**src/pcm_consts.svh**
```systemverilog
// Constants of the PWM channel mapper: timing, codes, reset values.
// Assumes a 50 MHz system clock; included by pcm_role and pcm_map.
`ifndef PCM_CONSTS_SVH
`define PCM_CONSTS_SVH
// Function
// RULE1: Three channels, each fed by its own pin
// RULE2: Disabled channel never switches any bridge
// RULE3: Mode 01 maps channel onto low side
// RULE4: Mode 10 maps channel onto high side
// RULE5: Modes 00 and 11 block all switching
// RULE6: Mode 00 bridge stays off despite mapping
// RULE7: Double mapping: error, bridge off, status set
// RULE8: Opposite switch on while active one off
// RULE9: Check off: PWM switch counts as active
// RULE10: Check on: roles decided after protection gap
// RULE11: Node above high threshold: high side freewheels
// RULE12: Node below low threshold: low side freewheels
// RULE13: Node in between: switch turning on active
// RULE14: PWM always drives the mode-chosen switch
// RULE15: Pulse shorter than gap: PWM switch active
// RULE16: Adaptive scheme applies pre-charge and pre-discharge
// RULE17: Scheme 00 skips both pre phases
// RULE18: Scheme 01 fixed-current pre-discharge only
// RULE19: Mapping works only with pass-through off
// RULE20: Settings apply within 3 us after select
// RULE21: PWM pins synchronised before use
// RULE22: Software: mode 00, then mapping, then mode
`define PCM_CLK_MHZ       50
`define PCM_APPLY_MAX_NS  3000
`define PCM_APPLY_MAX_CYC ((`PCM_APPLY_MAX_NS * `PCM_CLK_MHZ) / 1000)
`define PCM_CCP_ACT_NS    500
`define PCM_CCP_ACT_CYC   ((`PCM_CCP_ACT_NS * `PCM_CLK_MHZ + 999) / 1000)
`define PCM_CCP_FW_NS     500
`define PCM_CCP_FW_CYC    ((`PCM_CCP_FW_NS * `PCM_CLK_MHZ + 999) / 1000)
`define PCM_NUM_CH        3
`define PCM_NUM_HB        8
`define PCM_CNT_W         16
`define PCM_IPD_W         6
`define PCM_MODE_OFF      2'h0
`define PCM_MODE_LS       2'h1
`define PCM_MODE_HS       2'h2
`define PCM_MODE_OFF2     2'h3
`define PCM_AGC_NONE      2'h0
`define PCM_AGC_FIXED     2'h1
`define PCM_AGC_ADAPT_BIT 1
`define PCM_RST_EN        3'h0
`define PCM_RST_SEL       9'h000
`define PCM_RST_MODE      16'h0000
`define PCM_RST_AGC       2'h0
`endif

```
**src/pcm_pkg.sv**
```systemverilog
// Types shared by the PWM channel mapper modules.
// Assumes pcm_consts.svh is on the include path.
`default_nettype none
package pcm_pkg;
	typedef logic [2:0] pcm_sel_type;
	typedef logic [1:0] pcm_mode_type;
	typedef enum logic [1:0] {RS_IDLE, RS_GAP, RS_ON} pcm_role_state_type;
endpackage
`default_nettype wire

```
**src/pcm_bridge_if.sv**
```systemverilog
// Link between the mapper and one half-bridge sequencer.
// Assumes one instance per half-bridge, all on sys_clk.
`timescale 1ns/100ps
`default_nettype none
interface pcm_bridge_if;
	logic mapped;
	logic pwm;
	logic pwm_high;
	logic gen_check;
	logic above_h;
	logic below_l;
	logic hs_on;
	logic ls_on;
	logic act_high;
	modport ctl (output mapped, pwm, pwm_high, gen_check, above_h, below_l,
		input hs_on, ls_on, act_high);
	modport drv (input mapped, pwm, pwm_high, gen_check, above_h, below_l,
		output hs_on, ls_on, act_high);
endinterface
`default_nettype wire

```
**src/pcm_sync.sv**
```systemverilog
// Two-stage synchroniser for asynchronous pin levels.
// Assumes the inputs may change at any time relative to sys_clk.
`timescale 1ns/100ps
`default_nettype none
module pcm_sync #(
	parameter int W = 4
) (
	input  wire logic         sys_clk,
	input  wire logic         nrst,
	input  wire logic [W-1:0] d,
	output logic      [W-1:0] q
);
	logic [W-1:0] s1_q;

	always_ff @(posedge sys_clk) begin
		if (!nrst) begin
			s1_q <= '0;
			q    <= '0;
		end else begin
			s1_q <= d; // see RULE21
			q    <= s1_q;
		end
	end
endmodule
`default_nettype wire

```
**src/pcm_role.sv**
```systemverilog
// Sequencer of one half-bridge in PWM mode with active freewheeling.
// Assumes synchronised PWM level and comparator levels from the mapper.
`timescale 1ns/100ps
`default_nettype none
`include "pcm_consts.svh"
module pcm_role #(
	parameter int CCP_ACT_CYC = `PCM_CCP_ACT_CYC,
	parameter int CCP_FW_CYC  = `PCM_CCP_FW_CYC
) (
	input wire logic   sys_clk,
	input wire logic   nrst,
	pcm_bridge_if.drv  br
);
	import pcm_pkg::*;
	localparam logic [`PCM_CNT_W-1:0] ACT_M1 = `PCM_CNT_W'(CCP_ACT_CYC - 1);
	localparam logic [`PCM_CNT_W-1:0] FW_M1  = `PCM_CNT_W'(CCP_FW_CYC - 1);

	pcm_role_state_type     state_q;
	logic [`PCM_CNT_W-1:0]  cnt_q;
	logic                   hs_q;
	logic                   ls_q;
	logic                   act_q;
	logic                   prev_q;
	logic                   short_q;
	logic                   tgt_high;
	logic                   done;

	assign tgt_high = br.pwm ? br.pwm_high : !br.pwm_high; // see RULE14
	assign done     = state_q == RS_GAP && cnt_q == '0 && br.pwm == prev_q;

	always_ff @(posedge sys_clk) begin
		if (!nrst)
			prev_q <= 1'b0;
		else
			prev_q <= br.pwm;
	end

	always_ff @(posedge sys_clk) begin
		if (!nrst) begin
			state_q <= RS_IDLE;
			cnt_q   <= '0;
			hs_q    <= 1'b0;
			ls_q    <= 1'b0;
			act_q   <= 1'b0;
			short_q <= 1'b0;
		end else if (!br.mapped) begin
			state_q <= RS_IDLE;
			cnt_q   <= '0;
			hs_q    <= 1'b0;
			ls_q    <= 1'b0;
			act_q   <= br.pwm_high;
			short_q <= 1'b0;
		end else begin
			case (state_q)
			RS_IDLE, RS_ON: begin
				// A mode flip while on re-runs the gap as well
				if (state_q == RS_IDLE || br.pwm != prev_q || hs_q != tgt_high) begin // see RULE14
					// Both off first: no cross conduction on any edge
					hs_q    <= 1'b0;
					ls_q    <= 1'b0;
					state_q <= RS_GAP;
					cnt_q   <= br.pwm ? FW_M1 : ACT_M1;
					short_q <= 1'b0;
				end
			end
			RS_GAP: begin
				if (br.pwm != prev_q) begin
					cnt_q   <= br.pwm ? FW_M1 : ACT_M1;
					short_q <= 1'b1; // see RULE15
				end else if (cnt_q != '0) begin
					cnt_q <= cnt_q - `PCM_CNT_W'(1);
				end else begin
					state_q <= RS_ON;
					hs_q    <= tgt_high; // see RULE8
					ls_q    <= !tgt_high;
					if (!br.gen_check || short_q)
						act_q <= br.pwm_high; // see RULE9
					else if (br.above_h)
						act_q <= 1'b0; // see RULE10 see RULE11
					else if (br.below_l)
						act_q <= 1'b1; // see RULE12
					else
						act_q <= tgt_high; // see RULE13
				end
			end
			default: state_q <= RS_IDLE;
			endcase
		end
	end

	assign br.hs_on    = hs_q;
	assign br.ls_on    = ls_q;
	assign br.act_high = act_q;
endmodule
`default_nettype wire

```
**src/pcm_map.sv**
```systemverilog
// Top of the PWM channel mapper: three pins onto eight half-bridges.
// Assumes configuration ports are held stable by the serial register
// block and chip_select_pin rises at the end of each write frame.
`timescale 1ns/100ps
`default_nettype none
`include "pcm_consts.svh"
module pcm_map #(
	parameter int CCP_ACT_CYC = `PCM_CCP_ACT_CYC,
	parameter int CCP_FW_CYC  = `PCM_CCP_FW_CYC,
	parameter int IPD_W       = `PCM_IPD_W
) (
	input  wire logic                     sys_clk,
	input  wire logic                     nrst,
	input  wire logic                     pulse_input_pin_one,
	input  wire logic                     pulse_input_pin_two,
	input  wire logic                     pulse_input_pin_three,
	input  wire logic                     chip_select_pin,
	input  wire logic [2:0]               channel_enable_bit,
	input  wire pcm_pkg::pcm_sel_type [2:0]  channel_bridge_select,
	input  wire pcm_pkg::pcm_mode_type [7:0] bridge_mode_field,
	input  wire logic                     generator_check_enable,
	input  wire logic [1:0]               gate_control_scheme,
	input  wire logic                     bridge_pass_through,
	input  wire logic [IPD_W-1:0]         initial_predischarge_current,
	input  wire logic [7:0]               switch_node_above_high,
	input  wire logic [7:0]               switch_node_below_low,
	input  wire logic [7:0]               status_clear,
	output logic      [7:0]               high_side_gate_on,
	output logic      [7:0]               low_side_gate_on,
	output logic      [7:0]               bridge_active_is_high,
	output logic      [7:0]               bridge_output_error_status,
	output logic                          spi_error_flag,
	output logic      [2:0]               precharge_phase,
	output logic      [2:0]               predischarge_phase,
	output logic      [2:0]               predischarge_fixed,
	output logic      [IPD_W-1:0]         predischarge_current
);
	import pcm_pkg::*;

	// Synchronised pins: three channels plus chip select
	logic [3:0]              pin_s;
	logic                    cs_prev_q;
	logic                    apply_q;
	logic [2:0]              ch_prev_q;

	// Shadow copy, loaded only once a write frame has ended
	logic [2:0]              cfg_en_q;
	pcm_sel_type [2:0]       cfg_sel_q;
	pcm_mode_type [7:0]      cfg_mode_q;
	logic                    cfg_gen_q;
	logic [1:0]              cfg_agc_q;
	logic                    cfg_pass_q;
	logic [IPD_W-1:0]        cfg_ipd_q;

	logic [7:0]              mapped;
	logic [7:0]              conflict;
	logic [7:0]              bpwm;
	logic [2:0]              ch_live;
	logic [2:0]              ch_rise;
	logic [2:0]              ch_fall;
	logic [7:0]              err_q;
	logic [7:0]              err_d;
	logic                    spi_err_q;
	logic [2:0]              pre_q;
	logic [2:0]              pdis_q;
	logic [2:0]              pfix_q;
	logic [IPD_W-1:0]        pcur_q;
	logic                    agc_adapt;
	logic                    agc_any;
	logic                    agc_fixed;
	logic                    cs_raw_q;
	logic [7:0]              apply_wait_q;

	// Number of enabled channels pointing at bridge b
	function automatic logic [1:0] pcm_hits(
		input logic [2:0]        en,
		input pcm_sel_type [2:0] sel,
		input logic [2:0]        b
	);
		logic [1:0] n;
		n = 2'h0;
		for (int c = 0; c < `PCM_NUM_CH; c++) begin
			if (en[c] && sel[c] == b)
				n = n + 2'h1;
		end
		return n;
	endfunction

	// PWM level of the enabled channel pointing at bridge b
	function automatic logic pcm_pick(
		input logic [2:0]        en,
		input pcm_sel_type [2:0] sel,
		input logic [2:0]        lvl,
		input logic [2:0]        b
	);
		logic p;
		p = 1'b0;
		for (int c = 0; c < `PCM_NUM_CH; c++) begin
			if (en[c] && sel[c] == b)
				p = p | lvl[c];
		end
		return p;
	endfunction

	pcm_sync #(
		.W (4)
	) u_sync (
		.sys_clk (sys_clk),
		.nrst    (nrst),
		.d       ({chip_select_pin, pulse_input_pin_three, pulse_input_pin_two,
			pulse_input_pin_one}), // see RULE1 see RULE21
		.q       (pin_s)
	);

	// Chip select rise, seen after the synchroniser
	always_ff @(posedge sys_clk) begin
		if (!nrst) begin
			cs_prev_q <= 1'b0;
			apply_q   <= 1'b0;
		end else begin
			cs_prev_q <= pin_s[3];
			apply_q   <= pin_s[3] && !cs_prev_q; // see RULE20
		end
	end

	// Settings change only between frames, so a half-written
	// mapping can never reach the gates
	always_ff @(posedge sys_clk) begin
		if (!nrst) begin
			cfg_en_q   <= `PCM_RST_EN;
			cfg_sel_q  <= `PCM_RST_SEL;
			cfg_mode_q <= `PCM_RST_MODE;
			cfg_gen_q  <= 1'b0;
			cfg_agc_q  <= `PCM_RST_AGC;
			cfg_pass_q <= 1'b0;
			cfg_ipd_q  <= '0;
		end else if (apply_q) begin
			cfg_en_q   <= channel_enable_bit; // see RULE20
			cfg_sel_q  <= channel_bridge_select;
			cfg_mode_q <= bridge_mode_field;
			cfg_gen_q  <= generator_check_enable;
			cfg_agc_q  <= gate_control_scheme;
			cfg_pass_q <= bridge_pass_through;
			cfg_ipd_q  <= initial_predischarge_current;
		end
	end

	// Bridge decode from the shadow settings
	always_comb begin
		logic [1:0] hits;
		hits     = 2'h0;
		mapped   = '0;
		conflict = '0;
		bpwm     = '0;
		for (int b = 0; b < `PCM_NUM_HB; b++) begin
			hits        = pcm_hits(cfg_en_q, cfg_sel_q, 3'(b)); // see RULE2 see RULE3
			conflict[b] = !cfg_pass_q && hits > 2'h1; // see RULE7
			mapped[b]   = !cfg_pass_q && hits == 2'h1 // see RULE19
				&& (cfg_mode_q[b] == `PCM_MODE_LS // see RULE3
				|| cfg_mode_q[b] == `PCM_MODE_HS); // see RULE4 see RULE5 see RULE6 see RULE22
			bpwm[b]     = pcm_pick(cfg_en_q, cfg_sel_q, pin_s[2:0], 3'(b));
		end
	end

	// A channel is live when its bridge really switches
	always_comb begin
		for (int c = 0; c < `PCM_NUM_CH; c++)
			ch_live[c] = cfg_en_q[c] && mapped[cfg_sel_q[c]];
	end

	assign ch_rise = pin_s[2:0] & ~ch_prev_q;
	assign ch_fall = ~pin_s[2:0] & ch_prev_q;

	always_ff @(posedge sys_clk) begin
		if (!nrst)
			ch_prev_q <= '0;
		else
			ch_prev_q <= pin_s[2:0];
	end

	// Per-bridge sequencers
	for (genvar b = 0; b < `PCM_NUM_HB; b++) begin : g_hb
		pcm_bridge_if br ();

		assign br.mapped    = mapped[b];
		assign br.pwm       = bpwm[b];
		assign br.pwm_high  = cfg_mode_q[b] == `PCM_MODE_HS; // see RULE4 see RULE14
		assign br.gen_check = cfg_gen_q; // see RULE9 see RULE10
		assign br.above_h   = switch_node_above_high[b];
		assign br.below_l   = switch_node_below_low[b];

		pcm_role #(
			.CCP_ACT_CYC (CCP_ACT_CYC),
			.CCP_FW_CYC  (CCP_FW_CYC)
		) u_role (
			.sys_clk (sys_clk),
			.nrst    (nrst),
			.br      (br.drv)
		);

		assign high_side_gate_on[b]     = br.hs_on;
		assign low_side_gate_on[b]      = br.ls_on;
		assign bridge_active_is_high[b] = br.act_high;

	end

	// Mapping errors: sticky, a new conflict beats a clear
	assign err_d = (err_q & ~status_clear) | conflict; // see RULE7

	always_ff @(posedge sys_clk) begin
		if (!nrst) begin
			err_q     <= '0;
			spi_err_q <= 1'b0;
		end else begin
			err_q     <= err_d;
			spi_err_q <= |err_d;
		end
	end

	assign bridge_output_error_status = err_q;
	assign spi_error_flag             = spi_err_q;

	// Gate control scheme decode
	assign agc_adapt = cfg_agc_q[`PCM_AGC_ADAPT_BIT];
	assign agc_any   = cfg_agc_q != `PCM_AGC_NONE;
	assign agc_fixed = cfg_agc_q == `PCM_AGC_FIXED;

	// Phase strobes for the current regulator; the currents themselves
	// are set outside, this block times the phases and passes on the fixed pre-discharge current
	always_ff @(posedge sys_clk) begin
		if (!nrst) begin
			pre_q  <= '0;
			pdis_q <= '0;
			pfix_q <= '0;
			pcur_q <= '0;
		end else begin
			pre_q  <= ch_rise & ch_live & {3{agc_adapt}}; // see RULE16 see RULE17
			pdis_q <= ch_fall & ch_live & {3{agc_any}}; // see RULE16 see RULE18
			pfix_q <= ch_live & {3{agc_fixed}}; // see RULE18
			pcur_q <= agc_fixed ? cfg_ipd_q : '0; // see RULE18
		end
	end

	assign precharge_phase      = pre_q;
	assign predischarge_phase   = pdis_q;
	assign predischarge_fixed   = pfix_q;
	assign predischarge_current = pcur_q;

	// Time since the last chip select rise at the pin, for the bound check
	always_ff @(posedge sys_clk) begin
		if (!nrst) begin
			cs_raw_q     <= 1'b0;
			apply_wait_q <= 8'h00;
		end else begin
			cs_raw_q <= chip_select_pin;
			if (apply_q)
				apply_wait_q <= 8'h00;
			else if (chip_select_pin && !cs_raw_q)
				apply_wait_q <= 8'h01;
			else if (apply_wait_q != 8'h00)
				apply_wait_q <= apply_wait_q + 8'h01;
		end
	end
endmodule
`default_nettype wire

```
**config.mk**
```make
export PLATFORM = sky130hd
export DESIGN_NAME = pcm_map
export DESIGN_NICKNAME = d
export VERILOG_FILES = /design/src/pcm_pkg.sv /design/src/pcm_bridge_if.sv /design/src/pcm_sync.sv /design/src/pcm_role.sv /design/src/pcm_map.sv
export VERILOG_INCLUDE_DIRS = /design/src
export SDC_FILE = /design/constraint.sdc
export NUM_CORES = 1
export LEC_CHECK = 0
export ABC_AREA = 0
export BUFFER_PORTS_ARGS = -buffer_cell sky130_fd_sc_hd__clkbuf_2
export CORE_UTILIZATION = 38
export DETAILED_ROUTE_END_ITERATION = 10
export PLACE_DENSITY_LB_ADDON = 0.12
export SETUP_SLACK_MARGIN = 0.2
export SLEW_MARGIN = 25
export SYNTH_ARGS = -nofsm -noshare
export SYNTH_HDL_FRONTEND = slang
export SYNTH_HIERARCHICAL = 1
export SYNTH_SLANG_ARGS = --single-unit
export TNS_END_PERCENT = 1
```
**constraint.sdc**
```tcl
create_clock -name sys_clk -period 6.3 [get_ports sys_clk]
set_input_delay 0.945 -clock sys_clk [delete_from_list [all_inputs] [get_ports sys_clk]]
set_output_delay 0.945 -clock sys_clk [all_outputs]
set_load 0.01 [all_outputs]
```
======== Word-level counts from Yosys, hierarchy flattened ========
Index checks and enable logic that the tools add are counted.
word-level totals
  register bits ........................... 259
  output and inout bits ................... 48
operators by class
  muxes and demuxes ....................... 254
  bitwise logic cells ..................... 28
  order comparisons ....................... 11
  add/subtract/negate cells ............... 24
  reductions and logical operators ........ 189
  equality and inequality tests ........... 142
operators with widths
  cell                                                           count
  2-to-1 mux 16 bit                                              24
  case mux 16 bit (2 select lines)                               8
  2-to-1 mux 1 bit                                               147
  nonzero test 16 bit                                            8
  subtractor 16 x 1 -> 16 bit, second input constant             8
  != test 2 bit, second input constant                           48
  AND reduction 3 bit                                            32
  2-to-1 mux 2 bit                                               40
  logical AND 1 bit                                              52
  == test 2 x 1 -> 1 bit, second input constant                  25
  case mux 1 bit (2 select lines)                                24
  == test 3 bit, second input constant                           12
  adder 2 x 1 -> 2 bit, second input constant                    16
  == test 2 bit, second input constant                           16
  logical OR 1 bit                                               32
  case mux 2 bit (2 select lines)                                8
  AND reduction 4 bit                                            8
  != test 3 bit, second input constant                           8
  bitwise AND 3 bit                                              7
  zero test 1 bit                                                19
  == test 3 x 2 -> 1 bit, second input constant                  6
  AND reduction 2 bit                                            9
  nonzero test 2 bit                                             9
  greater-than comparator 2 x 1 -> 1 bit, second input constant  8
  other kinds (14)                                               74

======== Logic depth before layout (Yosys ltp) ========
Gate-level depths: netlist (run 1).
  word-level depth ........................ 15
  depth in mapped cells ................... 13
  mapped depth without buffers ............ 13

======== Modules after synthesis ========
The synthesis (run 1) kept the hierarchy.
modules (own cells, without submodules)
  module                         sequential area each (um^2)  area an instance (um^2)  instances  cells an instance
  pcm_role (g_hb[1].u_role ...)  460.4                        1321.3                   7          154
  pcm_map                        1341.3                       4011.3                   1          427
  pcm_role (g_hb[0].u_role)      460.4                        1258.7                   1          151
  pcm_sync                       160.2                        210.2                    1          16

======== Least setup slack after synthesis (run 1) ========
OpenSTA, ideal clock, no wires.
  kind .................................... reg2reg
  start ................................... register cfg_sel_q[2] in the netlist's numbering
  end ..................................... register g_hb[2].u_role.cnt_q[15]
  required time ........................... 6.226 ns
  setup slack ............................. 3.672 ns
  path buffers ............................ 0
  data arrival time ....................... 2.553 ns
  cell stages (with the launch flop) ...... 11
  clock period less this slack ............ 2.628 ns
  cells stage by stage .................... dfxtp_1 > nand2b_1 > nor3b_1 > ha_1 > nor4b_2 > mux2i_1 > inv_1 > nand2_1 > a21o_1 > or4_1 > o21ai_0
between the ends
  elaborated cells between the ends (all ways) .. 26
RTL lines
  item                                    line                source
  start, declared                         pcm_map.sv:48       pcm_sel_type [2:0] cfg_sel_q;
  start signal, assigned                  pcm_map.sv:131      cfg_sel_q <= `PCM_RST_SEL;
  start signal, assigned                  pcm_map.sv:139      cfg_sel_q <= channel_bridge_select;
  == test 3 x 2 -> 1 bit *                pcm_map.sv:83       if (en[c] && sel[c] == b)
  logical AND 1 bit *                     pcm_map.sv:83
  2-to-1 mux 1 bit *                      pcm_map.sv:83
  adder 2 x 1 -> 2 bit                    pcm_map.sv:84       n = n + 2'h1;
  2-to-1 mux 2 bit *                      pcm_map.sv:83
  adder 2 x 1 -> 2 bit                    pcm_map.sv:84
  2-to-1 mux 2 bit *                      pcm_map.sv:83
  == test 2 x 1 -> 1 bit *                pcm_map.sv:158      mapped[b] = !cfg_pass_q && hits == 2'h1
  logical AND 1 bit * (2 in a row)        pcm_map.sv:158
  named net g_hb[2].br.mapped             pcm_bridge_if.sv:6  logic mapped;
  AND reduction 2 bit (no source line) *  -
  end signal, assigned                    pcm_role.sv:62      cnt_q <= br.pwm ? FW_M1 : ACT_M1;
  end signal, assigned                    pcm_role.sv:68      cnt_q <= br.pwm ? FW_M1 : ACT_M1;
  end signal, assigned                    pcm_role.sv:71      cnt_q <= cnt_q - `PCM_CNT_W'(1);
  end, declared                           pcm_role.sv:19      logic [`PCM_CNT_W-1:0] cnt_q;
The timed path passes the listed nets; every way through them passes the cells marked *.
A chain may end at the register's enable or synchronous reset.

======== Worst setup path in the final report (run 1) ========
Same ends and word-level chain as after synthesis.

==> impl_metrics.ini, run 1 <==
[synth]
ys_types = 82
yosysTopAreaCell = dfxtp_1
synth_area_per_cell_um2 = 8.81
synthTopCellsByArea = dfxtp_1, nor2_1, xor2_1, mux2i_1, nand2_1
ys_ff_latch = 259
synth_edf_count = 0
yosysWarnings = 6
ys_async_sr_fraction = 0
synth-adder-area-share = 0.0272
yosysTopAreaCellShare = 0.352
synth_xor_area_frac = 0.0570
seq_area_frac_synth = 0.352
synth_top_family_by_area = simple AND/OR/NAND/NOR gates
synth_mux_area_frac = 0.0403
ys.flop_type = dfxtp_1
netlist_area_um2 = 14700
synth_nets = 1772
synthCells = 1672
synth_compound_area_frac = 0.169
synthSimpleGateAreaFrac = 0.290

[clock_tree]
post_cts_buffers = 0
cts.path.max_buffers = 3
cts_made_buffers = 31
cts_resized = 0
clk_latency_ns = 0.57
htreeDepth = 1
cts_root_buf = clkbuf_16
worst_setup_hold_path_clk_slew_ns = 0.06
cts_tree = yes
holdBufCountCts = 0
clkSinkCount = 259

[die]
die_area_um2 = 39600
core_um2 = 37900
die_x_um = 199
start_util = 0.388
die_h_um = 199
std_cell_rows = 71
ioPinCount = 116

[finish]
nets = 1845
area_delta_synth_final_pct = 11.9
drive_gt1_frac = 0.156

[drt]
drt_pass1_iterations = 5
wire_per_inst_um = 15.9
drtIter0Drc = 650
ant_nets = 0
routed_wl_mm = 36.3
drc = 0
vias = 12100
routed_via_density = 5.31

[global_route]
grt_max_degree = 61
grt_pass1_wl_mm = 58.8
grt_use_total = 0.183
antenna_found_initial = 6
grt_pass1_vias = 11200
overflow = 0

[power]
ir_worst_vdd_uv = 202
total_leakage_power_nw = 6.42
power_density_nw_per_um2 = 213
p_total_mw = 3.50

[timing]
tightest_slew_ns = 0.732
max_freq_ghz = 0.297
period_share = 0.535
maxSlewHeadroom = 0.511
final-hold-violation-count = 0
rsz0062_at_grt = no
finalSetupViolations = 0
setup_slack_ns = 2.93
final_max_slew_viol_count = 0
fin_crit_ns = 3.37
setup_tns_ns = 0
finClkSkew_ns = 0.00990

[setup_path]
start_kind = flop
worst-endpoint-arrival_ns = 3.86
crit_required_ns = 6.79
cp-end-kind = flop
critPathMaxFanout = 15
path_class = reg2reg

[place]
port_buffers = 115
gp_congestion = 0.850
dp_slack_ns = 2.97
dpl.hpwl_mm = 27.0

[status]
status = complete, no violations

[run]
drv_cap = 0

[worst_hold_path]
hold_class = reg2reg
-- metrics by stage --
step | utilization | std cells | hold WS (ns) | cell area (um2)
6_report | 0.435 | 2282 | 0.378 | 16500
5_1_grt | 0.435 | 2281 | 0.406 | 16500
4_1_cts | 0.434 | 2279 | 0.378 | 16500
3_5_place_dp | 0.408 | 2223 | 0.367 | 15500
3_3_place_gp | 0.408 | 2223 | 0.371 | 15500
2_1_floorplan | - | 1672 | 0.367 | 14700
-- routing by layer --
layer / part of all wire / track usage / up-vias
li1: - / - / 6195
met3: 0.048 / 0.0368 / 60
met2: 0.46 / 0.298 / 182
met5: 0.0012 / 0 / -
met4: 0.026 / 0.0578 / 6
met1: 0.47 / 0.243 / 5666
-- synth_stat cells, types with 14 or more instances --
cell	count
xnor2_1	16
a31oi_1	17
nor2_1	152
nor3_1	41
and2_1	62
o2111ai_1	37
nand3_1	47
o21a_1	16
nand4_1	23
ha_1	32
nand2b_1	18
o21ai_0	60
a22oi_1	23
nand3b_1	21
nor3b_1	18
xor2_1	65
a2111o_1	21
dfxtp_1	259
inv_1	105
nand2_1	110
buf_2	31
nor2b_1	54
nor4_2	14
buf_4	28
or4_1	34
mux2i_1	48
a21oi_1	70
-- critical path, cell delays in order, from the launching register on --
cell      delay, ns
dfxtp_1        0.37
nand2b_1       0.20
nor3b_1        0.47
ha_1           0.33
nor4b_2        0.31
mux2i_1        0.21
inv_1          0.14
nand2_1        0.19
a21o_1         0.41
or4_1          0.55
o21ai_0        0.08
-- where the power goes --
group          total, mW  internal (mW)  switching (mW)  leakage, nW
Combinational     0.0872         0.0418          0.0454         3.84
Sequential          1.66           1.65          0.0117         2.09
Clock               1.76           1.07           0.683        0.493
Total               3.50           2.76           0.740         6.42
-- logic make-up (layout without fill, tap and decap cells) --
logic type      count (synthesis)  after routing
fa+ha+maj                      32             32
flops                         259            259
compound gates                344            344
mux                            57             57
simple gates                  700            700
xor+xnor                       89             89
buf+inv                       191            287
other cells                     0              3
-- layout make-up --
| cell class | instances | area (um2) |
|---|---|---|
| fillers | 3815 | 21400 |
| multi-input cells | 1222 | 8590 |
| flip-flops and latches | 259 | 5190 |
| clock buffers | 50 | 927 |
| repair buffers | 126 | 661 |
| well taps | 511 | 639 |
| inverters | 105 | 394 |
| clock inverters | 6 | 82.6 |
| diodes | 3 | 7.51 |
-- final timing paths --
kind	slack [ns]	endpoint	depth (start not counted)	start
min	0.38	apply_q$_SDFF_PN0_	1	cs_prev_q$_SDFF_PN0_
min reg2reg	0.38	apply_q$_SDFF_PN0_	1	cs_prev_q$_SDFF_PN0_
max reg2reg	2.93	g_hb[2].u_role/cnt_q[15]$_SDFFE_PN0P_	10	cfg_sel_q[2]$_SDFFE_PN0P_
max	2.93	g_hb[2].u_role/cnt_q[15]$_SDFFE_PN0P_	10	cfg_sel_q[2]$_SDFFE_PN0P_
-- sequential cells by signal (all words and copies together) (netlist names), 2 cells and up --
register,flops
g_hb.u_role/cnt_q,128
cfg_mode_q,16
g_hb.u_role/state_q,16
cfg_sel_q,9
bridge_output_error_status,8
g_hb.u_role/br.act_high,8
g_hb.u_role/br.hs_on,8
g_hb.u_role/br.ls_on,8
g_hb.u_role/prev_q,8
g_hb.u_role/short_q,8
cfg_ipd_q,6
predischarge_current,6
u_sync/q,4
u_sync/s1_q,4
cfg_en_q,3
ch_prev_q,3
precharge_phase,3
predischarge_fixed,3
predischarge_phase,3
cfg_agc_q,2
-- cells in the final DEF, fill, tap and decap left out, types with 10 or more instances in the layout --
cell type  Yosys  final
or3_1         13     13
nand3_1       47     47
buf_4         28     12
nand3b_1      21     21
clkbuf_16      0     31
nor3b_1       18     18
ha_1          32     32
nor2b_1       54     54
nor4b_1       13     13
clkbuf_1      12     11
o22ai_1       10     10
a31oi_1       17     17
xor2_1        65     65
a21oi_1       70     70
nor2_1       152    152
nor4_2        14     14
o21ai_0       60     60
clkbuf_2       0    114
nand2_1      110    110
o21a_1        16     16
nand2b_1      18     18
xnor2_1       16     16
nor4_1        10     10
and2_1        62     62
inv_1        105    105
a22oi_1       23     23
nand4_1       23     23
nand4b_1      10     10
nor3_1        41     41
a2111o_1      21     21
dfxtp_1      259    258
mux2i_1       48     48
o2111ai_1     37     37
or4_1         34     34
No activity file was read; power rests on OpenSTA's default activity.
==> run 2: changes to the inputs <==
==> constraint.sdc (replaced) <==
create_clock -name sys_clk -period 3.06 [get_ports sys_clk]
set_input_delay 0.459 -clock sys_clk [delete_from_list [all_inputs] [get_ports sys_clk]]
set_output_delay 0.459 -clock sys_clk [all_outputs]
set_load 0.01 [all_outputs]
==> run 2 against run 1 <==
Effect of this change: highest routed layer unchanged; sequential share of layout area is 1.1 points lower; clock skew is 0.0011 ns higher; largest power group unchanged; clock-buffer cell count is 5 lower; die area stayed put; sequential cell count stayed put; sequential power is 110% higher; first-iteration DRC count is 1.2% higher; via count is 3.0% higher.
==> impl_metrics.ini, run 2 (synthesis gave the netlist of run 1 again) <==
[global_route]
use_met1 = 0.263
grt_pass1_wl_mm = 60.5
grt_use_total = 0.190
overflow = 0
grt_max_degree = 33
met2_usage = 0.303
met3_usage = 0.0339
grt_busiest_layer = met2
grt_pass1_vias = 11700
antenna_found_initial = 3

[power]
ir_worst_vdd_uv = 419
power_density_nw_per_um2 = 438
total_leakage_power_nw = 6.79

[worst_hold_path]
hold_class = in2reg

[timing]
final_max_slew_viol_count = 0
max_freq_ghz = 0.347
rsz0062_at_grt = yes
finClkSkew_ns = 0.0110
setup_slack_ns = 0.180
tightest_slew_ns = 0.880
setup_tns_ns = 0
maxSlewHeadroom = 0.413
period_share = 0.941
final-hold-violation-count = 0
fin_crit_ns = 2.88
finalSetupViolations = 0

[clock_tree]
post_cts_buffers = 0
htreeDepth = 1
cts_made_buffers = 31
holdBufCountCts = 0
cts.path.max_buffers = 3
cts_tree = yes
clkSinkCount = 259
clk_latency_ns = 0.56
worst_setup_hold_path_clk_slew_ns = 0.06
cts_root_buf = clkbuf_16

[setup_path]
crit_path_max_incr_delay_ns = 0.52
crit_path_top_delay_cell = or4_1
path_depth = 11
crit_start = cfg_sel_q[1]$_SDFFE_PN0P_
cp_common_cell = nand2_1
crit_required_ns = 3.55
worstReg2RegStart = cfg_sel_q[1]$_SDFFE_PN0P_
path_cells = nor2b_1 -> nand2_1 -> nor2_1 -> ha_1 -> nor4b_1 -> mux2i_2 -> inv_1 -> nand2_1 -> a21o_1 -> or4_1 -> o21ai_0
reg2reg_slack_ns = 0.18
crit_path_end = g_hb[1].u_role/cnt_q[15]$_SDFFE_PN0P_
path_class = reg2reg
start_kind = flop
path_delay_family = simple AND/OR/NAND/NOR gates
r2r_cells = 11
worst-endpoint-arrival_ns = 3.37
critPathMaxFanout = 10
worstReg2RegEnd = g_hb[1].u_role/cnt_q[15]$_SDFFE_PN0P_
cp_num_buf_inv = 1
cp-end-kind = flop

[die]
ioPinCount = 116
die_area_um2 = 39600
core_um2 = 37900
die_h_um = 199
start_util = 0.388
std_cell_rows = 71
die_x_um = 199

[place]
port_buffers = 115
dp_slack_ns = 0.0410
dpl_cell_area_um2 = 15900
gp_congestion = 0.890
dpl.hpwl_mm = 28.4

[finish]
design_area_um2 = 17100
drive_gt1_frac = 0.195
largest_register_ffs = 128
mostFrequentLayoutCells = dfxtp_1, nor2_1, clkbuf_2
nets = 1906
reg_top3 = g_hb.u_role/cnt_q (128), cfg_mode_q (16), g_hb.u_role/state_q (16)
regMostFlops = g_hb.u_role/cnt_q
layout_commonest_cell = dfxtp_1
num_antenna_cells = 0
area_delta_synth_final_pct = 15.9

[drt]
wire_per_inst_um = 16.2
routed_via_density = 5.33
drc = 0
drt_pass1_iterations = 5
vias = 12500
ant_nets = 0
routed_wl_mm = 38.0
drtIter0Drc = 658

[run]
drv_cap = 0

[status]
status = complete, no violations
## run 2: cell type report
type | instances | area [um2]
fill | 3765 | 20900
multi-input combinational | 1222 | 8630
sequential | 259 | 5190
timing repair buffer | 187 | 1130
clock buffer | 45 | 928
tap | 511 | 639
inverter | 105 | 394
clock inverter | 11 | 158
## run 2: worst min path at each step
stage / start / end / slack, ns / depth (start not counted)
after floorplan: cs_prev_q$_SDFF_PN0_ / apply_q$_SDFF_PN0_ / 0.37 / 1
after CTS: chip_select_pin / u_sync/s1_q[3]$_SDFF_PN0_ / 0.08 / 2
final: chip_select_pin / u_sync/s1_q[3]$_SDFF_PN0_ / 0.10 / 2
after detailed placement: cs_prev_q$_SDFF_PN0_ / apply_q$_SDFF_PN0_ / 0.37 / 1
after global routing: chip_select_pin / u_sync/s1_q[3]$_SDFF_PN0_ / 0.09 / 2
after global placement: cs_prev_q$_SDFF_PN0_ / apply_q$_SDFF_PN0_ / 0.36 / 1
## run 2: layer usage
layer | share of wire | routed length (um)
met4 | 0.020 | 745
met1 | 0.49 | 18600
met2 | 0.45 | 17000
met3 | 0.041 | 1560
met5 | 0.0011 | 41
## run 2: timing repair
item                                    in CTS  in global routing
endpoints found under the setup margin      28                107
resized for setup                            6                  9
hold endpoints to repair                     0                  0
## run 2: per-stage QoR
stage	util	total power, mW	instances	hold WS (ns)
after floorplan	-	3.58	1672	0.367
after detailed placement	0.420	3.69	2284	0.369
after global placement	0.420	3.69	2284	0.364
final	0.450	7.48	2340	0.101
after CTS	0.449	7.60	2340	0.0756
after global routing	0.450	7.75	2340	0.0882
## run 2: power by group
group | internal [mW] | switching, mW
Clock | 2.42 | 1.45
Sequential | 3.39 | 0.0211
Combinational | 0.0978 | 0.102
Total | 5.91 | 1.57
==> run 3: changes to the inputs <==
--- a/config.mk
+++ b/config.mk
@@ -11,7 +11,7 @@
 export CORE_UTILIZATION = 38
 export DETAILED_ROUTE_END_ITERATION = 10
 export PLACE_DENSITY_LB_ADDON = 0.12
-export SETUP_SLACK_MARGIN = 0.2
+export RECOVER_POWER = 100
 export SLEW_MARGIN = 25
 export SYNTH_ARGS = -nofsm -noshare
 export SYNTH_HDL_FRONTEND = slang
==> run 3 against run 2 <==
Effect of this change: clock power about the same; design area fell by 0.78%; highest routed layer unchanged; largest power group unchanged; power hardly changed; first-iteration DRC count up 1.2%; setup slack worse by 0.017 ns; clock skew fell by 0.0017 ns.
==> impl_metrics.ini, run 3 (synthesis gave the netlist of run 1 again) <==
[die]
core_um2 = 37900
die_h_um = 199
std_cell_rows = 71
die_x_um = 199
die_area_um2 = 39600
ioPinCount = 116
start_util = 0.388

[place]
gp_congestion = 0.890
dpl.hpwl_mm = 28.4
dpl_cell_area_um2 = 15900
port_buffers = 115
dp_slack_ns = 0.0410
placed_cells = 2284

[finish]
utilization = 0.447
instances_no_fill = 2340
reg_top3 = g_hb.u_role/cnt_q (128), cfg_mode_q (16), g_hb.u_role/state_q (16)
mostFrequentLayoutCells = dfxtp_1, nor2_1, nand2_1
design_area_um2 = 16900
drive_gt1_frac = 0.159
regMostFlops = g_hb.u_role/cnt_q
num_antenna_cells = 0
layout_commonest_cell = dfxtp_1
largest_register_ffs = 128
nets = 1906
area_delta_synth_final_pct = 15.0

[timing]
hold_ws_ns = 0.101
setup_tns_ns = 0
finClkSkew_ns = 0.00931
period_share = 0.947
rsz0062_at_grt = yes
final_max_slew_viol_count = 0
final-hold-violation-count = 0
finalSetupViolations = 0
maxSlewHeadroom = 0.126
setup_slack_ns = 0.163
max_freq_ghz = 0.345
fin_crit_ns = 2.90
tightest_slew_ns = 1.31

[global_route]
grt_pass1_vias = 11600
antenna_found_initial = 3
grt_max_degree = 33
grt_pass1_wl_mm = 60.5
grt_use_total = 0.190
overflow = 0

[setup_path]
cp-end-kind = flop
reg2reg_slack_ns = 0.16
critPathMaxFanout = 11
crit_path_top_delay_cell = or4_1
worst-endpoint-arrival_ns = 3.38
crit_required_ns = 3.54
r2r_cells = 12
path_class = reg2reg
path_cells = buf_4 -> nand2b_1 -> nor3b_1 -> buf_4 -> ha_1 -> nor4b_2 -> mux2i_1 -> inv_1 -> nand2_1 -> a21o_2 -> or4_1 -> o21ai_0
crit_path_max_incr_delay_ns = 0.51
path_delay_family = simple AND/OR/NAND/NOR gates
start_kind = flop
cp_num_buf_inv = 3
worstReg2RegEnd = g_hb[2].u_role/cnt_q[15]$_SDFFE_PN0P_
cp_common_cell = buf_4
crit_start = cfg_en_q[0]$_SDFFE_PN0P_
worstReg2RegStart = cfg_en_q[0]$_SDFFE_PN0P_

[clock_tree]
worst_setup_hold_path_clk_slew_ns = 0.06
cts_made_buffers = 31
cts_tree = yes
htreeDepth = 1
clkSinkCount = 259
cts.path.max_buffers = 3
clk_latency_ns = 0.56
cts_root_buf = clkbuf_16
post_cts_buffers = 0
holdBufCountCts = 0

[power]
p_total_mw = 7.48
total_leakage_power_nw = 6.57
power_density_nw_per_um2 = 441
ir_worst_vdd_uv = 418

[drt]
ant_nets = 0
drc = 0
drt_pass1_iterations = 5
wire_per_inst_um = 16.2
routed_wl_mm = 38.0
routed_via_density = 5.33
vias = 12500
drtIter0Drc = 666

[run]
drv_cap = 0

[status]
status = complete, no violations

[worst_hold_path]
min_path_cells = 2
hold_path_end = u_sync/s1_q[3]$_SDFF_PN0_
hp-start = chip_select_pin
hold_class = in2reg
[run 3: cell count changes in the layout (fill, tap and decap cells not counted), moves of 2 or more]
cell      delta
nor3b_4      -2
and2_0      +13
and2_1      -13
clkbuf_1    +56
clkbuf_2    -48
buf_4        -8
nor3b_1      +3
[run 3: report_power, final]
part / total, mW / switching (mW) / internal (mW)
clock network: 3.86 / 1.45 / 2.42
logic: 0.199 / 0.102 / 0.0969
registers: 3.41 / 0.0211 / 3.39
total: 7.48 / 1.57 / 5.91
[run 3: worst max-delay path by stage]
stage	endpoint	slack, ns	cells past startpoint
6_report	g_hb[2].u_role/cnt_q[15]$_SDFFE_PN0P_	0.16	12
5_1_grt	g_hb[2].u_role/cnt_q[15]$_SDFFE_PN0P_	-0.003	12
4_1_cts	g_hb[2].u_role/cnt_q[6]$_SDFFE_PN0P_	0.02	10
3_5_place_dp	g_hb[4].u_role/cnt_q[15]$_SDFFE_PN0P_	0.04	10
3_3_place_gp	g_hb[4].u_role/cnt_q[15]$_SDFFE_PN0P_	0.14	10
2_1_floorplan	g_hb[2].u_role/cnt_q[15]$_SDFFE_PN0P_	0.43	10
[run 3: metal layers]
| layer | global-route usage | wire [um] | vias to the layer above |
|---|---|---|---|
| met5 | 0 | 41 | - |
| met4 | 0.0453 | 749 | 6 |
| met3 | 0.0339 | 1550 | 50 |
| met2 | 0.303 | 17000 | 207 |
| met1 | 0.263 | 18700 | 5896 |
| li1 | - | - | 6309 |
[run 3: timing repair]
item | in CTS | in global routing
hold endpoints to repair | 0 | 0
resized for setup | 1 | 12
cloned | 0 | 0
pin swaps | 0 | 0
setup endpoints to repair | 1 | 46
[run 3: area by class of cell]
class | instances | area, um2
multi-input cells | 1222 | 8590
flip-flops and latches | 259 | 5190
clock buffers | 45 | 928
well taps | 511 | 639
inverters | 105 | 394
fillers | 3795 | 21000
repair buffers | 187 | 1040
clock inverters | 11 | 158
